[src/core/acd_consts.vh]
// Constants for the channel configuration decoder.
`ifndef ACD_CONSTS_VH
`define ACD_CONSTS_VH
`define ACD_BYTE_TYPE_BIT 7
`define ACD_SWEEP_HI_BIT 6
`define ACD_SWEEP_LO_BIT 5
`define ACD_CHAN_MSB 4
`define ACD_CHAN_LSB 1
`define ACD_SINGLE_BIT 0
`define ACD_SETUP_CLR_BIT 1
`define ACD_SETUP_REF_BIT 5
`define ACD_SWEEP_RESET 2'h0
`define ACD_CHAN_RESET 4'h0
`define ACD_SINGLE_RESET 1'h1
`define ACD_REF_RESET 1'h0
`define ACD_SWEEP_RANGE 2'h0
`define ACD_SWEEP_REPEAT 2'h1
`define ACD_SWEEP_UPPER 2'h2
`define ACD_SWEEP_ONE 2'h3
`define ACD_REPEAT_COUNT 4'h8
`define ACD_INPUT_GND 4'hF
`endif

[src/core/acd_decode.v]
// Configuration byte decoder: fields, input mapping and scan stepping.
//
// Behaviour
// - Byte with bit 7 clear is configuration; bit 7 set is setup.
// - Bits 6:5 are the scan field, reset to 00.
// - Bits 4:1 are the channel field, reset to 0000.
// - Four-input variant forces the two upper channel bits to zero.
// - Single-ended codes 0..11 pick that input positive, ground negative.
// - Differential pairs adjacent inputs; between scans an odd code swaps the pair polarity.
// - With reference use, single-ended top input is ignored; scan fields 00 and 10 stop below it.
// - With reference use, ground stands in for the top input on whichever side of its pair it sits.
// - Differential scan steps index by two up to the upper-bits limit.
// - Scan field 00 converts inputs 0 up to the selected one.
// - Scan field 01 converts the selected input eight times.
// - Setup byte with bit 1 clear restores configuration defaults.
`timescale 1ns/1ps
`include "acd_consts.vh"
module acd_decode #(
    parameter FOUR_INPUT = 0
) (
    input wire MCLK,
    input wire RST,
    input wire [7:0] RX_BYTE,
    input wire RX_BYTE_ACKED,
    input wire SCAN_START,
    input wire CONV_DONE,
    output reg [1:0] SWEEP_SELECT,
    output reg [3:0] CHAN_PICK,
    output reg SINGLE_ENDED_SELECT,
    output reg REF_PIN_ROLE,
    output reg [3:0] POS_INPUT,
    output reg [3:0] NEG_INPUT,
    output reg INPUT_IGNORED,
    output reg SCAN_ACTIVE
);
    // Highest input index; in reference use it is the shared reference pin.
    localparam [3:0] TOP_IN = FOUR_INPUT ? 4'h3 : 4'hB;
    // First input of the upper-half scan on each variant.
    localparam [3:0] UPPER_FIRST = FOUR_INPUT ? 4'h2 : 4'h6;
    // The four-input variant has no upper channel bits, so writes to them
    // are dropped at the register and nothing downstream ever sees them.
    localparam [3:0] CHAN_MASK = FOUR_INPUT ? 4'h3 : 4'hF;
    localparam ST_IDLE = 1'b0;
    localparam ST_RUN = 1'b1;
    wire [3:0] top_in = TOP_IN;
    reg [1:0] sweep_reg;
    reg [3:0] chan_reg;
    reg single_reg;
    reg ref_reg;
    reg [3:0] idx_reg;
    reg [3:0] cnt_reg;
    reg active_reg;
    reg [3:0] idx_next;
    reg [3:0] last_idx;
    reg [3:0] first_idx;
    reg [3:0] chan_eff;
    reg [3:0] pos_next;
    reg [3:0] neg_next;
    reg ign_next;
    reg [3:0] cur_idx;
    reg scan_done;
    wire is_cfg = RX_BYTE_ACKED && !RX_BYTE[`ACD_BYTE_TYPE_BIT];
    wire is_setup = RX_BYTE_ACKED && RX_BYTE[`ACD_BYTE_TYPE_BIT];
    wire [3:0] wr_chan = RX_BYTE[`ACD_CHAN_MSB:`ACD_CHAN_LSB];

    always @(posedge MCLK) begin
        if (RST) begin
            sweep_reg <= `ACD_SWEEP_RESET;
            chan_reg <= `ACD_CHAN_RESET;
            single_reg <= `ACD_SINGLE_RESET;
            ref_reg <= `ACD_REF_RESET;
        end else if (is_cfg) begin
            sweep_reg <= RX_BYTE[`ACD_SWEEP_HI_BIT:`ACD_SWEEP_LO_BIT];
            chan_reg <= wr_chan & CHAN_MASK;
            single_reg <= RX_BYTE[`ACD_SINGLE_BIT];
        end else if (is_setup) begin
            // The reference role loads on every setup byte, clear or not.
            ref_reg <= RX_BYTE[`ACD_SETUP_REF_BIT];
            if (!RX_BYTE[`ACD_SETUP_CLR_BIT]) begin
                sweep_reg <= `ACD_SWEEP_RESET;
                chan_reg <= `ACD_CHAN_RESET;
                single_reg <= `ACD_SINGLE_RESET;
            end
        end
    end

    // Scan limits; codes above the top input clamp there, which keeps
    // reserved codes harmless rather than meaningful.
    always @* begin
        chan_eff = (chan_reg > top_in) ? top_in : chan_reg;
        last_idx = chan_eff;
        first_idx = 4'h0;
        if (!single_reg) begin
            last_idx = {chan_eff[3:1], 1'b0};
        end else if (ref_reg && last_idx == top_in) begin
            last_idx = top_in - 4'h1;
        end
        if (sweep_reg == `ACD_SWEEP_UPPER) begin
            first_idx = UPPER_FIRST;
            if (last_idx < first_idx) begin
                last_idx = first_idx;
            end
        end
        if (sweep_reg == `ACD_SWEEP_REPEAT || sweep_reg == `ACD_SWEEP_ONE) begin
            first_idx = chan_eff;
            last_idx = chan_eff;
        end
        idx_next = single_reg ? idx_reg + 4'h1 : idx_reg + 4'h2;
    end

    // A scan ends on the conversion that reaches its last index, or on the
    // eighth conversion of a repeat scan.
    always @* begin
        scan_done = 1'b0;
        case (sweep_reg)
            `ACD_SWEEP_REPEAT: begin
                scan_done = (cnt_reg == `ACD_REPEAT_COUNT);
            end
            `ACD_SWEEP_ONE: begin
                scan_done = 1'b1;
            end
            default: begin
                scan_done = (idx_reg >= last_idx);
            end
        endcase
    end

    // Between scans the outputs show the channel field's own pick, so a
    // plain conversion needs no start pulse to select its inputs.
    always @* begin
        cur_idx = active_reg ? idx_reg : chan_eff;
    end

    always @(posedge MCLK) begin
        if (RST) begin
            idx_reg <= 4'h0;
            cnt_reg <= 4'h0;
            active_reg <= ST_IDLE;
        end else if (SCAN_START) begin
            // A start request restarts even a running scan.
            idx_reg <= first_idx;
            cnt_reg <= 4'h1;
            active_reg <= ST_RUN;
        end else if (active_reg == ST_RUN && CONV_DONE) begin
            cnt_reg <= cnt_reg + 4'h1;
            if (scan_done) begin
                active_reg <= ST_IDLE;
            end else if (sweep_reg != `ACD_SWEEP_REPEAT) begin
                idx_reg <= idx_next;
            end
        end
    end

    // Input mapping for the current index; the current differential code
    // keeps its own polarity bit only between scans, so scans step pairs without swapping.
    always @* begin
        pos_next = cur_idx;
        neg_next = `ACD_INPUT_GND;
        ign_next = 1'b0;
        if (single_reg) begin
            if (ref_reg && cur_idx == top_in) begin
                ign_next = 1'b1;
            end
        end else begin
            if (chan_eff[0] && !active_reg) begin
                pos_next = {cur_idx[3:1], 1'b1};
                neg_next = {cur_idx[3:1], 1'b0};
            end else begin
                pos_next = {cur_idx[3:1], 1'b0};
                neg_next = {cur_idx[3:1], 1'b1};
            end
            if (ref_reg && cur_idx[3:1] == top_in[3:1]) begin
                // Reference pin cannot be an input; ground stands in for it.
                if (pos_next == top_in) begin
                    pos_next = `ACD_INPUT_GND;
                end else begin
                    neg_next = `ACD_INPUT_GND;
                end
            end
        end
    end

    always @(posedge MCLK) begin
        if (RST) begin
            SWEEP_SELECT <= `ACD_SWEEP_RESET;
            CHAN_PICK <= `ACD_CHAN_RESET;
            SINGLE_ENDED_SELECT <= `ACD_SINGLE_RESET;
            REF_PIN_ROLE <= `ACD_REF_RESET;
        end else begin
            SWEEP_SELECT <= sweep_reg;
            CHAN_PICK <= chan_reg;
            SINGLE_ENDED_SELECT <= single_reg;
            REF_PIN_ROLE <= ref_reg;
        end
    end

    // Mapping outputs share the field outputs' single stage of delay, so
    // a field and the inputs it selects always change on the same edge.
    always @(posedge MCLK) begin
        if (RST) begin
            POS_INPUT <= 4'h0;
            NEG_INPUT <= `ACD_INPUT_GND;
            INPUT_IGNORED <= 1'b0;
            SCAN_ACTIVE <= 1'b0;
        end else begin
            POS_INPUT <= pos_next;
            NEG_INPUT <= neg_next;
            INPUT_IGNORED <= ign_next;
            SCAN_ACTIVE <= active_reg;
        end
    end
endmodule

[config.mk]
export PLATFORM = sky130hd
export DESIGN_NAME = acd_decode
export DESIGN_NICKNAME = d
export VERILOG_FILES = /design/src/core/acd_decode.v
export VERILOG_INCLUDE_DIRS = /design/src /design/src/core
export SDC_FILE = /design/constraint.sdc
export NUM_CORES = 1
export LEC_CHECK = 0
export BUFFER_PORTS_ARGS = -buffer_cell sky130_fd_sc_hd__buf_2
export CORE_ASPECT_RATIO = 2
export CORE_MARGIN = 2
export CORE_UTILIZATION = 57
export DETAILED_ROUTE_END_ITERATION = 6
export GPL_ROUTABILITY_DRIVEN = 1
export PLACE_DENSITY = 0.82
export SLEW_MARGIN = 40
export SYNTH_ARGS = -nofsm -noshare
export SYNTH_HDL_FRONTEND = slang
export SYNTH_SLANG_ARGS = --single-unit
export TNS_END_PERCENT = 10
[constraint.sdc]
create_clock -name MCLK -period 4.4 [get_ports MCLK]
set_input_delay 0.44 -clock MCLK [delete_from_list [all_inputs] [get_ports MCLK]]
set_output_delay 0.44 -clock MCLK [all_outputs]
set_load 0.01 [all_outputs]
==> qor.txt, run 1 <==
Syn nets: 191
Status: complete, no violations
First-pass detailed-route iteration total: 4
Vias per cell: 5.75
Relative slew margins: 63.9%
Most frequent cells in the layout: dfxtp_1, buf_2, nor2_1
Clk root buf: clkbuf_8
Die W: 41.0 um
Worst setup SP type: register
CTS Sinks: 35
Power per cell area: 396 mW/mm2
Final TNS setup: 0 ps
CTS Buf Count: 5
Final Hold Viols: 0
Die Footprint: 0.00319 mm2
Worst EP arrival: 2770 ps
Cell breakdown of the critical path: nand2b_1 -> a211o_1 -> a31oi_1 -> nor2_1 -> ha_1 -> nor3b_2 -> o21ai_2 -> or4_1 -> a311oi_1
Flop2flop setup slack: 1830 ps
Worst path required time: 4600 ps
# nets final: 218
Post-route ant nets: 0
Syn Area/Cell: 9.16 um2
Die Y: 77.9 um
Initial core utilization: 60.6%
Max_cap viols: 0
CTS tree: done
Synthesized netlist cell count: 170
Global Route Usage Sum: 24.4%
Crit share post-route: 58.5%
Lkg Pwr: 0.770 nW
First-pass GRT wire length: 5440 um
Hold WC Path Type: input port to register
H-tree levels: 2
Worst VDD drop: 0.372 mV
Register area share after synthesis: 45.0%
CTS Buffer Depth: 2
Cts hold-fix bufs: 0
Worst path max stage delay: 470 ps
Clk Latency, worst-skew pair: 280 ps
Boundary Pins: 31
PortBufs: 30
Critical path class: register to register
Number of flops mapped to enable cells by yosys: 0
Ant diodes: 0
Fin crit period: 2570 ps
GR Util met2: 38.0%
Final WL: 3290 um
DP HPWL: 2490 um
Clock transition at the registers of the reported paths: 70 ps
Post-Syn Area: 0.00156 mm2
Achievable clock frequency: 389 MHz
Global route hottest layer: met2
Slowest-stage cell, CP: or4_1
Setup ws final: 1830 ps
Via Count: 1,299
CP Capture Type: register
Setup repair bufs after CTS: 0
Crit path max fanout: 10
Least-Margin Pin Slew: 541 ps
Final setup viols: 0
RSZ-0062 raised after global routing: false
Critical path buffer and inverter count: 0
CTS resizes: 0
Final Max Tran Viols: 0
Initial antenna violation count: 0
Global-route met3 utilization: 7.71%
Yosys cell types: 41
GP Congestion: 0.850
Synthesis-stage register bit count: 35
Share of layout cells above drive strength 1: 23.7%
Most used DFF post-synth: dfxtp_1
Grt total ovfl: 0
Clock Skews: 3.42 ps
CP delay by family, top: simple AND/OR/NAND/NOR gates
Drt wl/cell: 14.5 um
Initial drt markers: 35
Yosys warning total: 0
Leading cell type in the layout, fill and taps excluded: dfxtp_1
Pre-CTS WS: 1870 ps
Synth async-reset ratio: 0%
Vias in the first global route: 1,209
Core area: 0.00257 mm2
Area grow syn2layout: 15.3%
FP Rows: 26
Pin count of the biggest net entering global routing: 32
DR DRC count: 0
GR Util met1: 27.9%
## cell usage after synthesis, drive strengths merged, types with 3 or more instances
master	number	share of area, %
inv	11	2.7
a31oi	3	1.2
or4	3	1.4
o211ai	3	1.4
mux2i	3	1.9
nor2b	9	3.6
nor3	4	1.3
a21oi	9	2.9
clkbuf	3	0.72
a22oi	5	2.4
nor2	22	5.3
nand2	14	3.4
dfxtp	35	45
buf	7	3.5
ha	8	6.4
o21ai	3	1.2
## report_power, final
part	internal (W)	switching (W)
logic	0.0000318	0.0000435
registers	0.000329	0.0000133
clock network	0.000183	0.000110
total	0.000544	0.000167
## metrics by stage
stage / utilization (%) / hold WS (ps) / cells / total power [W] / area (um2)
finish: 69.9 / 391 / 226 / 0.000710 / 1800
global placement: 65.3 / 484 / 218 / 0.000419 / 1680
detailed placement: 65.3 / 491 / 218 / 0.000424 / 1680
CTS: 69.9 / 384 / 226 / 0.000718 / 1800
floorplan: - / 444 / 170 / 0.000403 / 1560
global route: 69.9 / 421 / 226 / 0.000741 / 1800
## final timing paths
kind	start	endpoint	depth (start not counted)
max reg2reg	sweep_reg[0]	idx_reg[3]	9
min reg2reg	chan_reg[0]	CHAN_PICK[0]	1
min	RX_BYTE[2]	chan_reg[1]	3
max	sweep_reg[0]	idx_reg[3]	9
## metal layers
layer  vias to the layer above  share of wire [%]
met1                       612                 36
met3                         9                4.7
met2                        39                 56
met4                         0                3.3
met5                         -                  0
li1                        639                  -
## cell families after synthesis
family                   Yosys count  share of synthesized area, %
XOR/XNOR                           4                          2.25
flip-flops                        35                          45.0
AND/OR/NAND/NOR                   63                          20.6
buffers and inverters             21                          6.83
adder cells (fa/ha/maj)            8                          6.43
AO/OA/AOI/OAI                     36                          16.9
multiplexers                       3                          1.93
## worst register-to-register path, stage by stage (launching register included)
cell      delay (ps)
dfxtp_1          420
nand2b_1         270
a211o_1          250
a31oi_1          160
nor2_1            60
ha_1             290
nor3b_2          180
o21ai_2          140
or4_1            480
a311oi_1         240
## cell type report
| cell class | instances | area [um2] |
|---|---|---|
| inverters | 11 | 41.3 |
| well taps | 28 | 35.0 |
| clock inverters | 2 | 35.0 |
| clock buffers | 6 | 82.6 |
| fillers | 219 | 774 |
| flip-flops and latches | 35 | 701 |
| multi-input cells | 114 | 751 |
| repair buffers | 30 | 150 |
Note: power is estimated with default switching activity, not from simulation.
==> inputs of run 2 (changes only) <==
Settings changed: CORE_UTILIZATION 57 to 48, PLACE_DENSITY 0.82 to 0.74.
Clock period 4.4 ns to 2.15 ns, I/O delays scaled along.
==> run 2 against run 1 <==
The flow now finishes with violations (negative setup slack); combinational power rose to 2.7 times the previous value; hold slack worse by 230 ps; wire length up 9.5%; sequential cell count unchanged; power up 110%; utilization down 7.6 points; sequential power up 100%; maximum frequency up 15%; first-iteration DRC count down 26%; setup slack worse by 1900 ps; critical path depth unchanged; critical path type unchanged; critical endpoint unchanged.
==> qor.txt, run 2 (synthesis gave the netlist of run 1 again) <==
Crit path max fanout: 6 (was 10)
CTS tree: done (unchanged)
Final Hold Viols: 0 (unchanged)
Most frequent cells in the layout: dfxtp_1, buf_2, nor2_1 (unchanged)
CP delay by family, top: simple AND/OR/NAND/NOR gates (unchanged)
Worst path max stage delay: 490 ps (was 470 ps)
Achievable clock frequency: 446 MHz (was 389 MHz)
Min-delay src: RX_BYTE[2] (unchanged)
CTS Sinks: 35 (unchanged)
Worst EP arrival: 2450 ps (was 2770 ps)
Failing checks: negative setup slack
Vias in the first global route: 1,384 (was 1,209)
Least-Margin Pin Slew: 557 ps (was 541 ps)
Boundary Pins: 31 (unchanged)
Lkg Pwr: 0.857 nW (was 0.770 nW)
Cell total after placement: 236 (was 218)
Crit share post-route: 104% (was 58.5%)
Hold slack: 165 ps (was 391 ps)
Critical path buffer and inverter count: 0 (unchanged)
RSZ-0062 raised after global routing: true (was false)
Cts hold-fix bufs: 0 (unchanged)
Final WL: 3600 um (was 3290 um)
CTS Buffer Depth: 2 (unchanged)
Initial antenna violation count: 0 (unchanged)
Worst VDD drop: 0.580 mV (was 0.372 mV)
Clock Skews: 3.21 ps (was 3.42 ps)
Final setup viols: 3 (was 0)
FP Rows: 29 (was 26)
CP Capture Type: register (unchanged)
Global Route Usage Sum: 20.9% (was 24.4%)
Worst R2R Path Depth: 9 (unchanged)
Critical R2R Launch: sweep_reg[0] (unchanged)
Die Y: 84.6 um (was 77.9 um)
Relative slew margins: 62.9% (was 63.9%)
GP Congestion: 0.866 (was 0.850)
DR DRC count: 0 (unchanged)
Clk Latency, worst-skew pair: 290 ps (was 280 ps)
Crit Reg-Reg Endpoint: idx_reg[3] (unchanged)
Clock transition at the registers of the reported paths: 70 ps (about the same)
Setup ws final: -93.7 ps (was 1830 ps)
Initial core utilization: 49.9% (was 60.6%)
H-tree levels: 2 (unchanged)
Die W: 44.3 um (was 41.0 um)
Drt wl/cell: 14.6 um (was 14.5 um)
Via Count: 1,414 (was 1,299)
First-pass GRT wire length: 5800 um (was 5440 um)
Max_cap viols: 0 (unchanged)
PortBufs: 30 (unchanged)
Worst setup SP type: register (unchanged)
Worst path required time: 2350 ps (was 4600 ps)
Pin count of the biggest net entering global routing: 32 (unchanged)
Clk root buf: clkbuf_8 (unchanged)
Pre-CTS WS: -128 ps (was 1870 ps)
Area grow syn2layout: 24.7% (was 15.3%)
Cell breakdown of the critical path: nand2b_4 -> a211o_1 -> a31oi_1 -> nor2_1 -> ha_1 -> nor3b_2 -> o21ai_2 -> or4_1 -> a311oi_1 (was nand2b_1 -> a211o_1 -> a31oi_1 -> nor2_1 -> ha_1 -> nor3b_2 -> o21ai_2 -> or4_1 -> a311oi_1)
Ant diodes: 0 (unchanged)
Core area: 0.00312 mm2 (was 0.00257 mm2)
Post-route insts no fill: 246 (was 226)
Slowest-stage cell, CP: or4_1 (unchanged)
Hold WC Path Type: input port to register (unchanged)
Hold Path Sink: chan_reg[1] (unchanged)
Status: complete, but fails checks (was complete, no violations)
Leading cell type in the layout, fill and taps excluded: dfxtp_1 (unchanged)
Critical path class: register to register (unchanged)
Utilization after layout: 62.3% (was 69.9%)
# nets final: 235 (was 218)
Fin crit period: 2240 ps (was 2570 ps)
Hold Path Depth: 3 (unchanged)
DP HPWL: 2750 um (was 2490 um)
Flop2flop setup slack: -90 ps (was 1830 ps)
Power per cell area: 760 mW/mm2 (was 396 mW/mm2)
Die Footprint: 0.00374 mm2 (was 0.00319 mm2)
Post-route ant nets: 0 (unchanged)
Initial drt markers: 26 (was 35)
CTS Buf Count: 5 (unchanged)
Final Max Tran Viols: 0 (unchanged)
Grt total ovfl: 0 (unchanged)
Vias per cell: 5.75 (about the same)
First-pass detailed-route iteration total: 4 (unchanged)
Share of layout cells above drive strength 1: 31.6% (was 23.7%)
run 2: cell types whose count changed in the layout (fill, tap and decap cells not counted), sizes merged:
cell    previous run  this run
clkinv             1         2
buf               30        47
clkbuf             6         5
run 2: tightest hold or removal path, stage by stage:
cell	delay, ps
buf_2	80
a22oi_1	60
nor2_1	70
run 2: report_power, final:
part | switching [W] | total [W] | internal, W
clock network | 0.000235 | 0.000580 | 0.000345
registers | 0.0000184 | 0.000691 | 0.000673
logic | 0.000110 | 0.000207 | 0.0000964
run 2: layer usage:
layer | global-route usage (%) | up-vias | part of all wire (%)
li1 | - | 676 | -
met1 | 17.6 | 678 | 33
met2 | 40.0 | 47 | 58
met3 | 4.73 | 13 | 5.4
met4 | 12.4 | 0 | 3.2
met5 | 0 | - | 0
run 2: worst max path at each step:
stage                       startpoint          to  slack, ps  cells after the start
after floorplan           sweep_reg[0]  idx_reg[3]       -110                     10
after global placement    sweep_reg[0]  idx_reg[3]        -30                      9
after detailed placement  sweep_reg[0]  idx_reg[0]       -130                      9
after CTS                 sweep_reg[0]  idx_reg[3]       -100                      9
after global routing      sweep_reg[0]  idx_reg[3]       -220                      9
final                     sweep_reg[0]  idx_reg[3]        -90                      9
run 2: layout make-up:
| class | count | area, um2 |
|---|---|---|
| Fill cell | 290 | 1180 |
| Multi-Input combinational cell | 114 | 771 |
| Sequential cell | 35 | 702 |
| Timing Repair Buffer | 47 | 278 |
| Clock buffer | 5 | 68.8 |
| Clock inverter | 3 | 43.8 |
| Inverter | 11 | 41.3 |
| Tap cell | 31 | 38.8 |
run 2: repair_timing:
item,in CTS,in global routing
pin swaps,4,1
endpoints found under the setup margin,3,5
setup buffers,2,0
gates resized for setup,2,1
run 2: through the flow:
step           setup TNS, ps  total power, W  cell area, um2
5_1_grt                 -719         0.00153            1940
3_3_place_gp           -36.1        0.000885            1800
3_5_place_dp            -276        0.000895            1800
6_report                -226         0.00148            1940
2_1_floorplan           -252        0.000826            1570
4_1_cts                 -198         0.00149            1940
